## config.mk

```make
export PLATFORM = sky130hd
export DESIGN_NAME = swd_watchdog
export DESIGN_NICKNAME = d
export VERILOG_FILES = /design/src/swd_pkg.sv /design/src/swd_tick_gen.sv /design/src/swd_watchdog.sv
export SDC_FILE = /design/constraint.sdc
export NUM_CORES = 1
export LEC_CHECK = 0
export ABC_CLOCK_PERIOD_IN_PS = 3900
export BUFFER_PORTS_ARGS = -buffer_cell sky130_fd_sc_hd__buf_4
export CAP_MARGIN = 20
export CORE_UTILIZATION = 60
export CTS_BUF_LIST = sky130_fd_sc_hd__clkbuf_4 sky130_fd_sc_hd__clkbuf_8
export CTS_CLUSTER_DIAMETER = 120
export DETAILED_ROUTE_END_ITERATION = 8
export PLACE_DENSITY = 0.79
export RECOVER_POWER = 25
export SLEW_MARGIN = 20
export SYNTH_ARGS = -nofsm -noshare
export SYNTH_HDL_FRONTEND = slang
export SYNTH_SLANG_ARGS = --single-unit
```

## constraint.sdc

```tcl
create_clock -name mclk -period 3.9 [get_ports mclk]
set_input_delay 0.975 -clock mclk [delete_from_list [all_inputs] [get_ports mclk]]
set_output_delay 0.975 -clock mclk [all_outputs]
set_load 0.005 [all_outputs]
```

## src/swd_pkg.sv

```systemverilog
// Package of register offsets, field positions and timing counts for the watchdog
package swd_pkg;

  // ----------------------------------------
  // Register indices
  // ----------------------------------------
  localparam logic [7:0] ADDR_CTRL_MODE = 8'hf5;
  localparam logic [7:0] ADDR_COUNTER = 8'hf6;
  localparam logic [7:0] ADDR_CTRL_STAT = 8'hf7;

  // ----------------------------------------
  // Reset values
  // ----------------------------------------
  localparam logic [7:0] RST_CTRL_MODE = 8'h00;
  localparam logic [7:0] RST_COUNTER = 8'h00;
  localparam logic [7:0] RST_CTRL_STAT = 8'h00;

  // ----------------------------------------
  // Field positions
  // ----------------------------------------
  localparam int BIT_KEYBOARD_RESET_OUTPUT_EN = 1;
  localparam int BIT_KBC_TRIG = 2;
  localparam int BIT_MINUTE = 3;
  localparam int BIT_FAST = 4;
  localparam int BIT_KBD_RELOAD = 6;
  localparam int BIT_MOUSE_RELOAD = 7;
  localparam logic [7:0] MODE_WR_MASK = 8'hde;
  localparam logic [7:0] STAT_WR_MASK = 8'hcf;

  // ----------------------------------------
  // Timing
  // ----------------------------------------
  localparam int CLK_HZ = 10_000_000;
  localparam int MS_PER_SEC = 1000;
  localparam int SEC_PER_MIN = 60;
  localparam int FAST_RATIO = 1000;
  localparam int MS_CYCLES = CLK_HZ / MS_PER_SEC;
  localparam int KEYBOARD_RESET_OUTPUT_PULSE_US = 10;
  localparam int KEYBOARD_RESET_OUTPUT_PULSE_CYCLES = (KEYBOARD_RESET_OUTPUT_PULSE_US * (CLK_HZ / 1_000_000) < 1) ? 1 :
    KEYBOARD_RESET_OUTPUT_PULSE_US * (CLK_HZ / 1_000_000);

  // ----------------------------------------
  // Carrier types
  // ----------------------------------------
  typedef struct packed {
    logic wr;
    logic rd;
    logic [7:0] addr;
    logic [7:0] wdata;
  } swd_req_t;

  typedef struct packed {
    logic mouse_irq;
    logic kbd_irq;
    logic kbc_reset;
  } swd_evt_t;

endpackage

```

## src/swd_tick_gen.sv

```systemverilog
// Prescaler producing one-cycle unit ticks for the watchdog countdown
`timescale 1ns/1ps
module swd_tick_gen #(
  parameter int MS_CYC = swd_pkg::MS_CYCLES
) (
  // Clock, reset and enable
  input wire logic mclk,
  input wire logic rst,
  input wire logic ce,
  // Rate selection
  input wire logic minute,
  input wire logic fast,
  // Tick out
  output logic tick
);
  localparam int MAXSUB = swd_pkg::MS_PER_SEC * swd_pkg::SEC_PER_MIN;

  // Zero cycles per millisecond would leave the prescaler with no period
  if (MS_CYC < 1) begin
    $error("swd_tick_gen: MS_CYC must be at least 1");
  end

  logic [31:0] ms_cnt_ff;
  logic [31:0] sub_cnt_ff;
  logic tick_ff;
  wire ms_tick = (ms_cnt_ff == 32'(MS_CYC - 1));
  // Fast mode: one tick per ms (seconds) or per 60 ms (minutes) [RULE3]
  wire [31:0] sub_limit = fast ? (minute ? 32'(swd_pkg::SEC_PER_MIN) : 32'd1) :
                          (minute ? 32'(MAXSUB) : 32'(swd_pkg::MS_PER_SEC)); // [RULE2]
  // Compare with >= so a unit change lands at the next tick [RULE14]
  wire sub_done = ms_tick && (sub_cnt_ff + 32'd1 >= sub_limit);

  always_ff @(posedge mclk) begin
    if (rst) begin
      ms_cnt_ff <= '0;
      sub_cnt_ff <= '0;
      tick_ff <= 1'b0;
    end else if (ce) begin
      ms_cnt_ff <= ms_tick ? '0 : ms_cnt_ff + 32'd1; // [RULE14]
      sub_cnt_ff <= sub_done ? '0 : (ms_tick ? sub_cnt_ff + 32'd1 : sub_cnt_ff);
      tick_ff <= sub_done;
    end
  end

  assign tick = tick_ff;
endmodule

```

## src/swd_watchdog.sv

```systemverilog
// Watchdog timer top with indexed configuration registers
//
// Function
// RULE1 - Expiry resets processor or raises interrupt
// RULE2 - Bit 3 selects second or minute unit
// RULE3 - Bit 4 counts thousand times faster
// RULE4 - Bit 2: controller reset rise forces timeout
// RULE5 - Bit 1 enables low keyboard reset pulse
// RULE6 - Non-zero counter write loads and starts
// RULE7 - Enabled mouse/keyboard interrupts reload last value
// RULE8 - Counter read returns live count
// RULE9 - Zero disables; one expires after unit
// RULE10 - All ones expires after 255 units
// RULE11 - Status bits 7/6 enable mouse/keyboard reload
// RULE12 - Host unlocks, selects, activates before programming
// RULE13 - Single timeout then stop until reload
// RULE14 - Prescaler ticks; unit change at next tick
`timescale 1ns/1ps
module swd_watchdog #(
  parameter int MS_CYC = swd_pkg::MS_CYCLES,
  parameter int PULSE_CYC = swd_pkg::KEYBOARD_RESET_OUTPUT_PULSE_CYCLES
) (
  // Clock, reset, enable
  input wire logic mclk,
  input wire logic rst,
  input wire logic ce,
  // Configuration data port, already unlocked and selected by the host
  input wire swd_pkg::swd_req_t req,
  output logic [7:0] rdata,
  // Event inputs
  input wire swd_pkg::swd_evt_t evt,
  // Time-out outputs
  output logic timeout_reset,
  output logic timeout_irq,
  output logic keyboard_reset_output_n
);
  // ----------------------------------------
  // Parameter checks
  // ----------------------------------------
  // The pulse timer is 16 bits wide, so longer pulses cannot be served
  if (PULSE_CYC < 1 || PULSE_CYC > 65535) begin
    $error("swd_watchdog: PULSE_CYC out of range");
  end
  if (MS_CYC < 1) begin
    $error("swd_watchdog: MS_CYC must be at least 1");
  end

  // ----------------------------------------
  // Helpers
  // ----------------------------------------
  // Exact index match; a partial decode would alias other devices
  function automatic logic idx_hit(input logic [7:0] addr, input logic [7:0] idx);
    return addr == idx;
  endfunction

  // Keeps reserved bits at zero whatever the host writes
  function automatic logic [7:0] masked(input logic [7:0] value, input logic [7:0] mask);
    return value & mask;
  endfunction

  // ----------------------------------------
  // Register file
  // ----------------------------------------
  logic [7:0] mode_ff;
  logic [7:0] nxt_mode;
  logic [7:0] stat_ff;
  logic [7:0] nxt_stat;
  logic [7:0] load_ff;
  logic [7:0] nxt_load;
  logic [7:0] count_ff;
  logic [7:0] nxt_count;
  logic kbc_prev_ff;
  logic mouse_prev_ff;
  logic kbd_prev_ff;
  logic reset_ff;
  logic irq_ff;
  logic [15:0] pulse_ff;
  logic [15:0] nxt_pulse;
  logic keyboard_reset_output_n_ff;
  logic nxt_keyboard_reset_output_n;
  logic [7:0] rdata_ff;
  logic [7:0] nxt_rdata;
  logic tick;

  // ----------------------------------------
  // Register decode
  // ----------------------------------------
  // Host software handles unlock and device activation outside this block [RULE12]
  wire hit_mode = idx_hit(req.addr, swd_pkg::ADDR_CTRL_MODE);
  wire hit_count = idx_hit(req.addr, swd_pkg::ADDR_COUNTER);
  wire hit_stat = idx_hit(req.addr, swd_pkg::ADDR_CTRL_STAT);
  wire wr_mode = req.wr && hit_mode;
  wire wr_count = req.wr && hit_count;
  wire wr_stat = req.wr && hit_stat;
  wire wr_nonzero = wr_count && (req.wdata != 8'h00); // [RULE6]

  // ----------------------------------------
  // Event detection
  // ----------------------------------------
  // Only rising edges count, so a level held high acts once
  wire kbc_rise = evt.kbc_reset && !kbc_prev_ff;
  wire mouse_rise = evt.mouse_irq && !mouse_prev_ff;
  wire kbd_rise = evt.kbd_irq && !kbd_prev_ff;
  wire kbc_trig = kbc_rise && mode_ff[swd_pkg::BIT_KBC_TRIG]; // [RULE4]
  wire mouse_rl = mouse_rise && stat_ff[swd_pkg::BIT_MOUSE_RELOAD]; // [RULE11]
  wire kbd_rl = kbd_rise && stat_ff[swd_pkg::BIT_KBD_RELOAD]; // [RULE11]
  // A reload with nothing loaded yet would only restart from zero
  wire reload = (mouse_rl || kbd_rl) && (load_ff != 8'h00); // [RULE7]

  // ----------------------------------------
  // Countdown
  // ----------------------------------------
  wire count_live = (count_ff != 8'h00); // [RULE9]
  wire count_last = (count_ff == 8'h01);
  wire count_step = tick && count_live;
  // Any counter write cancels an expiry due in the same cycle
  // Expiry fires once at the 1 to 0 step; zero stays idle [RULE9] [RULE10] [RULE13]
  wire expire = count_step && count_last && !wr_count && !reload;
  wire timeout = expire || kbc_trig; // [RULE1]

  // Write beats reload beats countdown
  assign nxt_count = wr_count ? req.wdata :
                     reload ? load_ff :
                     count_step ? count_ff - 8'h01 : count_ff;
  assign nxt_load = wr_nonzero ? req.wdata : load_ff; // [RULE7]
  assign nxt_mode = wr_mode ? masked(req.wdata, swd_pkg::MODE_WR_MASK) : mode_ff;
  assign nxt_stat = wr_stat ? masked(req.wdata, swd_pkg::STAT_WR_MASK) : stat_ff; // [RULE11]

  // ----------------------------------------
  // Read-back
  // ----------------------------------------
  // Live count on read, not the loaded value [RULE8]
  assign nxt_rdata = hit_mode ? mode_ff :
                     hit_count ? count_ff :
                     hit_stat ? stat_ff : 8'h00;

  swd_tick_gen #(
    .MS_CYC(MS_CYC)
  ) u_tick (
    .mclk(mclk),
    .rst(rst),
    .ce(ce),
    .minute(mode_ff[swd_pkg::BIT_MINUTE]), // [RULE2]
    .fast(mode_ff[swd_pkg::BIT_FAST]), // [RULE3]
    .tick(tick)
  );

  // ----------------------------------------
  // Keyboard reset pulse
  // ----------------------------------------
  // A time-out during a pulse restarts it, so the low time never shortens
  wire pulse_start = timeout && mode_ff[swd_pkg::BIT_KEYBOARD_RESET_OUTPUT_EN]; // [RULE5]
  wire pulse_run = (pulse_ff > 16'h0001);
  assign nxt_pulse = pulse_start ? 16'(PULSE_CYC) :
                     pulse_run ? pulse_ff - 16'h0001 : 16'h0000;
  assign nxt_keyboard_reset_output_n = !(pulse_start || pulse_run);

  // ----------------------------------------
  // Registers
  // ----------------------------------------
  always_ff @(posedge mclk) begin
    if (rst) begin
      mode_ff <= swd_pkg::RST_CTRL_MODE;
      stat_ff <= swd_pkg::RST_CTRL_STAT;
    end else if (ce) begin
      mode_ff <= nxt_mode; // [RULE2] [RULE3]
      stat_ff <= nxt_stat;
    end
  end

  always_ff @(posedge mclk) begin
    if (rst) begin
      load_ff <= swd_pkg::RST_COUNTER;
      count_ff <= swd_pkg::RST_COUNTER;
    end else if (ce) begin
      load_ff <= nxt_load;
      count_ff <= nxt_count; // [RULE6]
    end
  end

  // Event history resets low, the idle level of every event pin
  always_ff @(posedge mclk) begin
    if (rst) begin
      kbc_prev_ff <= 1'b0;
      mouse_prev_ff <= 1'b0;
      kbd_prev_ff <= 1'b0;
    end else if (ce) begin
      kbc_prev_ff <= evt.kbc_reset;
      mouse_prev_ff <= evt.mouse_irq;
      kbd_prev_ff <= evt.kbd_irq;
    end
  end

  always_ff @(posedge mclk) begin
    if (rst) begin
      rdata_ff <= 8'h00;
    end else if (ce) begin
      rdata_ff <= nxt_rdata;
    end
  end

  // ----------------------------------------
  // Time-out outputs
  // ----------------------------------------
  // Reset and interrupt are one-cycle pulses; the board picks which is wired
  always_ff @(posedge mclk) begin
    if (rst) begin
      reset_ff <= 1'b0;
      irq_ff <= 1'b0;
    end else if (ce) begin
      reset_ff <= timeout; // [RULE1]
      irq_ff <= timeout; // [RULE1]
    end
  end

  always_ff @(posedge mclk) begin
    if (rst) begin
      pulse_ff <= 16'h0000;
      keyboard_reset_output_n_ff <= 1'b1;
    end else if (ce) begin
      pulse_ff <= nxt_pulse;
      keyboard_reset_output_n_ff <= nxt_keyboard_reset_output_n; // [RULE5]
    end
  end

  assign rdata = rdata_ff;
  assign timeout_reset = reset_ff;
  assign timeout_irq = irq_ff;
  assign keyboard_reset_output_n = keyboard_reset_output_n_ff;
endmodule

```

## Yosys cells after proc, flatten, opt, wreduce, memory -nomap -nowiden

Index checks and enable logic that the tools add are counted.

| word-level totals | value |
|---|---|
| flip-flop bits (word level) | 122 |
| output and inout port bits | 11 |
| word-level logic and storage cells | 75 |
| input bits | 24 |

| cells by class | value |
|---|---|
| multiplexer cells | 14 |
| equal/unequal tests | 5 |
| reduce and logical (&&, ||, !) cells | 36 |
| order comparisons | 2 |
| $add $sub $neg | 4 |

Operator list:

| kind | count |
|---|---|
| 32-bit 2-to-1 mux | 4 |
| 32-bit by 1-bit adder with 32-bit output, second input constant | 2 |
| 16-bit 2-to-1 mux | 3 |
| 8-bit 2-to-1 mux | 6 |
| 32-bit by 14-bit == test with 1-bit output, second input constant | 1 |
| 32-bit greater-or-equal comparator | 1 |
| 8-bit == test, second input constant | 3 |
| 8-bit nonzero test | 3 |
| 1-bit logical AND | 17 |
| 16-bit by 1-bit > comparator with 1-bit output, second input constant | 1 |
| 16-bit by 1-bit subtractor with 16-bit output, second input constant | 1 |
| 2-bit AND reduction | 5 |
| 8-bit by 1-bit == test with 1-bit output, second input constant | 1 |
| 8-bit by 1-bit subtractor with 8-bit output, second input constant | 1 |
| 1-bit zero test | 6 |
| 6-bit 2-to-1 mux | 1 |
| 1-bit logical OR | 3 |
| 3-bit nonzero test | 1 |
| 2-bit nonzero test | 1 |

## Logic depth before layout (Yosys ltp)

Gate-level depths: netlist of the first run.

| logic depth | value |
|---|---|
| depth after elaboration | 11 |
| gate-level depth with buffers | 15 |

## By module

A second synthesis of the first run with hierarchy kept.

| unflattened totals | value |
|---|---|
| cell total of the unflattened synthesis | 790 |
| area total of the unflattened synthesis | 6,741.5 um^2 |

By module, submodules not included:

| module | times used | area each (um^2) | cells an instance |
|---|---|---|---|
| swd_tick_gen | 1 | 3,794.9 | 445 |
| swd_watchdog | 1 | 2,946.6 | 345 |

## Worst setup path before layout of the first run

Ideal clock, no wire load.

| path | value |
|---|---|
| kind | register -> register |
| from | register u_tick.sub_cnt_ff[0] |
| to | register u_tick.sub_cnt_ff[8] |
| path buffers | 1 |
| required time | 3.833 ns |
| cell stages (with the launch flop) | 16 |
| period minus slack after synthesis | 3.004 ns |
| setup time | 0.067 ns |
| setup slack | 0.896 ns |
| arrival | 2.937 ns |
| path through | dfxtp_1 ha_1 and3_1 and3_1 xnor2_1 inv_1 ha_1 a21oi_1 nand2_1 a21oi_1 o21ai_0 a311oi_1 o21ai_1 or3_1 buf_6 o21ai_2 |

| on the way | value |
|---|---|
| longest elaborated chain between the ends | 5 |
| elaborated cells between the ends (all ways) | 7 |

Ends and longest elaborated chain:

| what | RTL line | RTL |
|---|---|---|
| start: declaration | swd_tick_gen.sv:24 | `logic [31:0] sub_cnt_ff;` |
| start signal: assignment | swd_tick_gen.sv:40 | `sub_cnt_ff <= sub_done ? '0 : (ms_tick ? sub_cnt_ff + 32'd1 : sub_cnt_ff);` |
| 32-bit by 1-bit adder with 32-bit output * | swd_tick_gen.sv:31, swd_tick_gen.sv:40 |  |
| 32-bit greater-or-equal comparator | swd_tick_gen.sv:31 | `wire sub_done = ms_tick && (sub_cnt_ff + 32'd1 >= sub_limit);` |
| 1-bit logical AND | swd_tick_gen.sv:31 |  |
| 2-bit nonzero test (no line) | - |  |
| 2-bit AND reduction (no line) | - |  |

Mark *: on every way between the ends. The rest lies on a longest branch, timed or not. The select of a mux whose other input is x is not followed.
A chain may end at the register's enable or synchronous reset.

## Final worst setup path of the first run

| path | value |
|---|---|
| from | register u_tick.sub_cnt_ff[0] |
| to | register u_tick.sub_cnt_ff[0] |

Same word-level chain as after synthesis.

==> results of run 1 <==
-- report_power, final --
group          total, mW  internal [mW]  leakage, nW  switching [mW]
Sequential          1.37           1.31        0.986          0.0591
Combinational      0.700          0.276         1.73           0.423
Clock               1.25          0.726        0.221           0.526
-- state kept, by name, indices dropped and copies added (netlist names), 6 cells and up --
name               flops
count_ff               8
load_ff                8
mode_ff                6
pulse_ff              16
rdata                  8
stat_ff                6
u_tick.ms_cnt_ff      32
u_tick.sub_cnt_ff     32
-- area by class of cell --
type,count,area (sq um),area share [%]
Tap cell,136,170,2.37
Clock inverter,13,189,2.63
Sequential cell,122,2440,34.0
Multi-Input combinational cell,580,3710,51.6
Clock buffer,19,255,3.55
Timing Repair Buffer,41,304,4.23
Inverter,31,116,1.62
-- worst min-delay path by stage --
stage / endpoint / slack (ps) / cells past startpoint
2_1_floorplan: pulse_ff[12] / 450 / 2
3_3_place_gp: keyboard_reset_output_n / 460 / 2
3_5_place_dp: keyboard_reset_output_n / 460 / 2
4_1_cts: keyboard_reset_output_n / 480 / 2
5_1_grt: rdata[5] / 510 / 2
6_report: keyboard_reset_output_n / 470 / 2
-- per-stage QoR --
step           hold WS, ps  utilization [%]  area (sq um)
6_report               470             69.6          7190
5_1_grt                510             69.6          7190
2_1_floorplan          448                -          6410
3_5_place_dp           460             65.4          6750
3_3_place_gp           458             65.4          6750
4_1_cts                480             69.7          7190
-- cells in the final DEF (no fill, tap or decap), types with 13 or more instances in the layout --
| master | Yosys | final |
|---|---|---|
| a21oi_1 | 25 | 25 |
| nor4_1 | 14 | 14 |
| nor2_1 | 126 | 126 |
| inv_1 | 30 | 30 |
| ha_1 | 25 | 25 |
| dfxtp_1 | 122 | 122 |
| nand2_1 | 55 | 55 |
| nand2b_1 | 13 | 13 |
| a22oi_1 | 19 | 19 |
| o21ai_0 | 24 | 24 |
| mux2i_1 | 28 | 28 |
| nand4_1 | 14 | 14 |
| xnor2_1 | 27 | 27 |
| xor2_1 | 24 | 24 |
| and2_1 | 17 | 17 |
| buf_4 | 1 | 29 |
| nor3_1 | 25 | 25 |
| nand3_1 | 27 | 27 |
| clkbuf_8 | 0 | 18 |
-- synthesized netlist by cell type, types with 7 or more instances --
cell,number
xor2_1,24
xnor2_1,27
nand2_1,55
and2_1,17
nand2b_1,13
nand3_1,27
a21oi_1,25
inv_1,30
o21ai_0,24
nor4_1,14
o21ai_2,9
a211oi_1,7
and3_1,12
nor2_1,126
dfxtp_1,122
mux2i_1,28
a22oi_1,19
nor3_1,25
nand4_1,14
ha_1,25
clkbuf_1,26
or3_1,10
-- metal layers --
layer	global-route usage, %	up-vias	part of all wire (%)
li1	-	2753	-
met1	34.2	2542	46
met2	42.4	122	48
met3	6.37	20	4.7
met4	10.1	0	1.5
met5	0	-	0
-- logic make-up after synthesis --
kind of cell	after synthesis	synth area share, %
xor+xnor	51	6.97
mux	32	5.08
compound gates	128	14.0
flops	122	38.1
buf+inv	63	4.00
fa+ha+maj	25	4.88
simple gates	344	27.0
-- critical path: stages, from the launching register on --
cell and delay, ps:
dfxtp_1 460, ha_1 250, nand3_1 230, nor2_1 450, xnor2_1 230, inv_1 80, ha_1 290, and3_1 160
a311oi_1 280, o21ai_1 180, or3_1 610, o21ai_2 210
==> impl_metrics.py, run 1 <==
metrics = {
    "setup_path": {
        "worst_setup_path_start_kind": "flop",
        "worstReg2RegEnd": "u_tick.sub_cnt_ff[0]",
        "r2r_cells": 11,
        "cp.required_ps": 4270,
        "r2r_start": "u_tick.sub_cnt_ff[0]",
        "cp-end-kind": "flop",
        "r2r_slack_ps": 400,
        "crit_type": "flop to flop",
        "critical_path.max_fanout": 9,
        "crit_end": "u_tick.sub_cnt_ff[0]",
        "crit_start": "u_tick.sub_cnt_ff[0]",
        "worstPathArrival_ps": 3870,
    },
    "yosys": {
        "synth_nets": 814,
        "synthDistinctLibCells": 61,
        "syn_inst": 765,
        "syn_area_sq_um": 6410,
        "synth.top_cell.area_share_pct": 38.1,
        "syn_area_per_cell_sq_um": 8.38,
        "yosysWarnings": 0,
        "synthTopCellsByArea": "dfxtp_1 (38%), nor2_1 (7.4%), ha_1 (4.9%)",
        "ys_seq_area_share_pct": 38.1,
        "synth_edf_count": 0,
        "synthFlopType": "dfxtp_1",
        "synth-async-reset-ratio_pct": 0,
        "yosysTopAreaCell": "dfxtp_1",
        "synth-seq-cells": 122,
    },
    "clock_network": {
        "cts_buffers": 17,
        "cts-root-buf": "clkbuf_8",
        "cts_tree": "built",
        "cts_max_level": 4,
        "ctsResizeCount": 0,
        "clock_latency_ps": 440,
        "cts_num_sinks": 122,
        "clk_pin_slew_ps": 80,
        "ctsHoldBuffers": 0,
        "clock_path_buffers": 2,
        "post_cts_buffers": 0,
    },
    "flow_run": {
        "drv_cap": 1,
    },
    "detailed_routing": {
        "vias": 5437,
        "viasPerCell": 5.77,
        "drt_iter0_drc": 239,
        "first_pass_iters": 4,
        "drt-total-wl_microns": 13700,
        "ant_nets": 0,
        "wl_per_cell_microns": 14.5,
        "remaining_drc_errors": 0,
    },
    "status": {
        "status": "complete, but fails checks",
        "violations": "capacitance limit, slew limit",
    },
    "power": {
        "powerDensity_nw_per_um2": 462,
        "power_mw": 3.32,
        "vdd_drop_max_mv": 0.386,
        "p_leak_nw": 2.93,
    },
    "sta": {
        "slew_violations": 63,
        "fin_setup_tns_ps": 0,
        "fmax_mhz": 286,
        "period_needed_ps": 3500,
        "rsz0062_at_grt": "false",
        "fin_crit_sh_pct": 89.7,
        "final_hold_viol_count": 0,
        "fin_skew_ps": 9.62,
        "setup_ws_ps": 403,
        "final-setup-viol-count": 0,
        "slew_headroom_pct": -77.7,
        "tightestPinTransition_ps": 2670,
    },
    "final_layout": {
        "layout-drive-gt1-share_pct": 12.3,
        "instances_no_fill": 942,
        "area_growth_pct": 12.1,
        "antenna_cells": 0,
        "nets": 842,
        "fillers": 789,
    },
    "floorplan": {
        "row_count": 37,
        "coreArea_sq_um": 10300,
        "start_util_pct": 62.1,
        "boundaryPins": 35,
        "fp.dieW_microns": 105,
        "dieHeight_microns": 105,
        "die_area_sq_um": 11100,
    },
    "place": {
        "dpl.hpwl_microns": 9580,
        "port_buffers": 33,
        "pre_cts_ws_ps": 466,
        "dp_cells": 910,
        "routabilityCongestion": 0.817,
    },
    "global_routing": {
        "grt_max_degree": 63,
        "grt_pass1_wl_microns": 23700,
        "grt_pass1_vias": 5210,
        "grt_overflow": 0,
        "grt.total_usage_pct": 26.4,
        "antenna_found_initial": 0,
    },
    "min_path": {
        "min_from": "keyboard_reset_output_n",
        "hold_class": "flop to flop",
    },
}
Note: power is estimated with default switching activity, not from simulation.
==> run 2: changes to the inputs <==
==> constraint.sdc (replaced) <==
create_clock -name mclk -period 3.9 [get_ports mclk]
set_input_delay 0.39 -clock mclk [delete_from_list [all_inputs] [get_ports mclk]]
set_output_delay 0.39 -clock mclk [all_outputs]
set_load 0.005 [all_outputs]
==> run 2 against run 1 <==
  * The run still ends with capacitance limit, slew limit left
  * Register-to-register slack is essentially flat
  * Clock power decreased by 10%
  * Sequential power about the same
  * Highest routed layer unchanged
  * Die area unchanged
  * Sequential cell count did not move
  * Routed wire length is 2.1% higher
==> impl_metrics.py, run 2 (synthesis gave the netlist of run 1 again) <==
metrics = {
    "clock_network": {
        "ctsResizeCount": 0,
        "ctsHoldBuffers": 0,
        "cts_max_level": 4,
        "post_cts_buffers": 0,
        "cts_num_sinks": 122,
        "cts-root-buf": "clkbuf_8",
        "clock_path_buffers": 2,
        "cts_buffers": 17,
        "cts_tree": "built",
        "clock_latency_ps": 440,
        "clk_pin_slew_ps": 70,
    },
    "floorplan": {
        "start_util_pct": 62.1,
        "dieHeight_microns": 105,
        "row_count": 37,
        "coreArea_sq_um": 10300,
        "die_area_sq_um": 11100,
        "boundaryPins": 35,
        "fp.dieW_microns": 105,
    },
    "power": {
        "p_clk_share_pct": 35.0,
        "powerDensity_nw_per_um2": 450,
        "p_leak_nw": 2.92,
        "intPower_mw": 2.23,
        "seqPwrFrac_pct": 42.8,
        "p_sw_share_pct": 30.5,
        "power_mw": 3.21,
        "vdd_drop_max_mv": 0.317,
        "p_switching_mw": 0.980,
        "power_frac_comb_pct": 22.2,
    },
    "detailed_routing": {
        "drt-total-wl_microns": 13900,
        "first_pass_iters": 5,
        "remaining_drc_errors": 0,
        "wl_per_cell_microns": 14.8,
        "viasPerCell": 5.88,
        "ant_nets": 0,
        "drt_iter0_drc": 227,
        "vias": 5532,
    },
    "sta": {
        "fmax_mhz": 286,
        "fin_setup_tns_ps": 0,
        "final_hold_viol_count": 0,
        "slew_violations": 63,
        "setup_ws_ps": 398,
        "slew_headroom_pct": -75.2,
        "fin_skew_ps": 12.0,
        "period_needed_ps": 3500,
        "tightestPinTransition_ps": 2630,
        "rsz0062_at_grt": "false",
        "fin_crit_sh_pct": 89.8,
        "final-setup-viol-count": 0,
    },
    "final_layout": {
        "final_cell_mix": "nor2_1 (126), dfxtp_1 (122), nand2_1 (55)",
        "area_growth_pct": 11.3,
        "layout-drive-gt1-share_pct": 12.2,
        "fillers": 805,
        "nets": 841,
        "top_regs": "u_tick.ms_cnt_ff: 32 flops, u_tick.sub_cnt_ff: 32 flops, pulse_ff: 16 flops",
        "layout_commonest_cell": "nor2_1",
        "antenna_cells": 0,
    },
    "global_routing": {
        "grt_max_degree": 63,
        "grt_pass1_wl_microns": 24200,
        "grt_pass1_vias": 5449,
        "antenna_found_initial": 0,
        "grt.total_usage_pct": 26.9,
        "grt_overflow": 0,
    },
    "setup_path": {
        "crit_start": "u_tick.sub_cnt_ff[0]",
        "worstPathArrival_ps": 3860,
        "path_delay_family": "simple AND/OR/NAND/NOR gates",
        "cp_cell_sequence": "ha_1, nand3_1, nor2_1, xnor2_1, inv_1, ha_1, and3_1, a311oi_1, o21ai_1, or3_1, o21ai_2",
        "crit_slowest_cell": "or3_1",
        "r2r_start": "u_tick.sub_cnt_ff[0]",
        "cp.required_ps": 4260,
        "cp.buffers_inverters": 1,
        "cp_common_cell": "ha_1",
        "max_stage_delay_ps": 600,
        "crit_type": "flop to flop",
        "critical_path.max_fanout": 9,
        "cp-end-kind": "flop",
        "worst_setup_path_start_kind": "flop",
        "r2r_slack_ps": 400,
    },
    "status": {
        "violations": "capacitance limit, slew limit",
        "status": "complete, but fails checks",
    },
    "place": {
        "dpl.hpwl_microns": 9720,
        "port_buffers": 33,
        "pre_cts_ws_ps": 429,
        "routabilityCongestion": 0.833,
    },
    "min_path": {
        "hold_class": "input port to flop",
        "min_from": "evt[1]",
    },
    "flow_run": {
        "drv_cap": 1,
    },
}
[run 2: final timing paths]
check,to,depth (start not counted)
worst max-delay path,u_tick.sub_cnt_ff[8],11
worst min-delay path,kbd_prev_ff,3
worst max register to register,u_tick.sub_cnt_ff[8],11
worst min register to register,keyboard_reset_output_n,2
[run 2: layout make-up]
class                      instances  area [sq um]  share of cell area (%)
timing repair buffer              40           297                    4.16
inverter                          31           116                    1.63
multi-input combinational        580          3710                    52.0
clock inverter                     8          92.6                    1.30
sequential                       122          2440                    34.2
clock buffer                      24           305                    4.28
tap                              136           170                    2.39
[run 2: worst reg2reg max path: stages, from the launching register on]
cell      delay (ps)
dfxtp_1          440
ha_1             240
nand3_1          240
nor2_1           440
xnor2_1          230
inv_1             80
ha_1             280
and3_1           160
a311oi_1         350
o21ai_1          140
or3_1            600
o21ai_2          210
[run 2: power by group through the flow]
stage / logic, mW / registers, mW / clock network [mW]
finish: 0.712 / 1.37 / 1.12
floorplan: 0.579 / 1.38 / 0
detailed placement: 0.699 / 1.40 / 0
global route: 0.798 / 1.38 / 1.21
CTS: 0.704 / 1.37 / 1.14
global placement: 0.665 / 1.39 / 0
[run 2: per-layer routing]
layer / up-vias / GRT usage, % / wire, microns
li1: 2752 / - / -
met1: 2628 / 33.8 / 6380
met2: 117 / 43.8 / 6720
met3: 35 / 5.13 / 486
met4: 0 / 14.1 / 359
met5: - / 0 / 0
[run 2: through the flow]
step                      utilization, %  hold slack [ps]  cell area (sq um)  std cells
after floorplan                        -              448               6410        765
after global routing                69.1              194               7130        941
after global placement              65.3              457               6740        909
final                               69.1              202               7130        941
after detailed placement            65.3              460               6740        909
after CTS                           69.1              184               7140        941
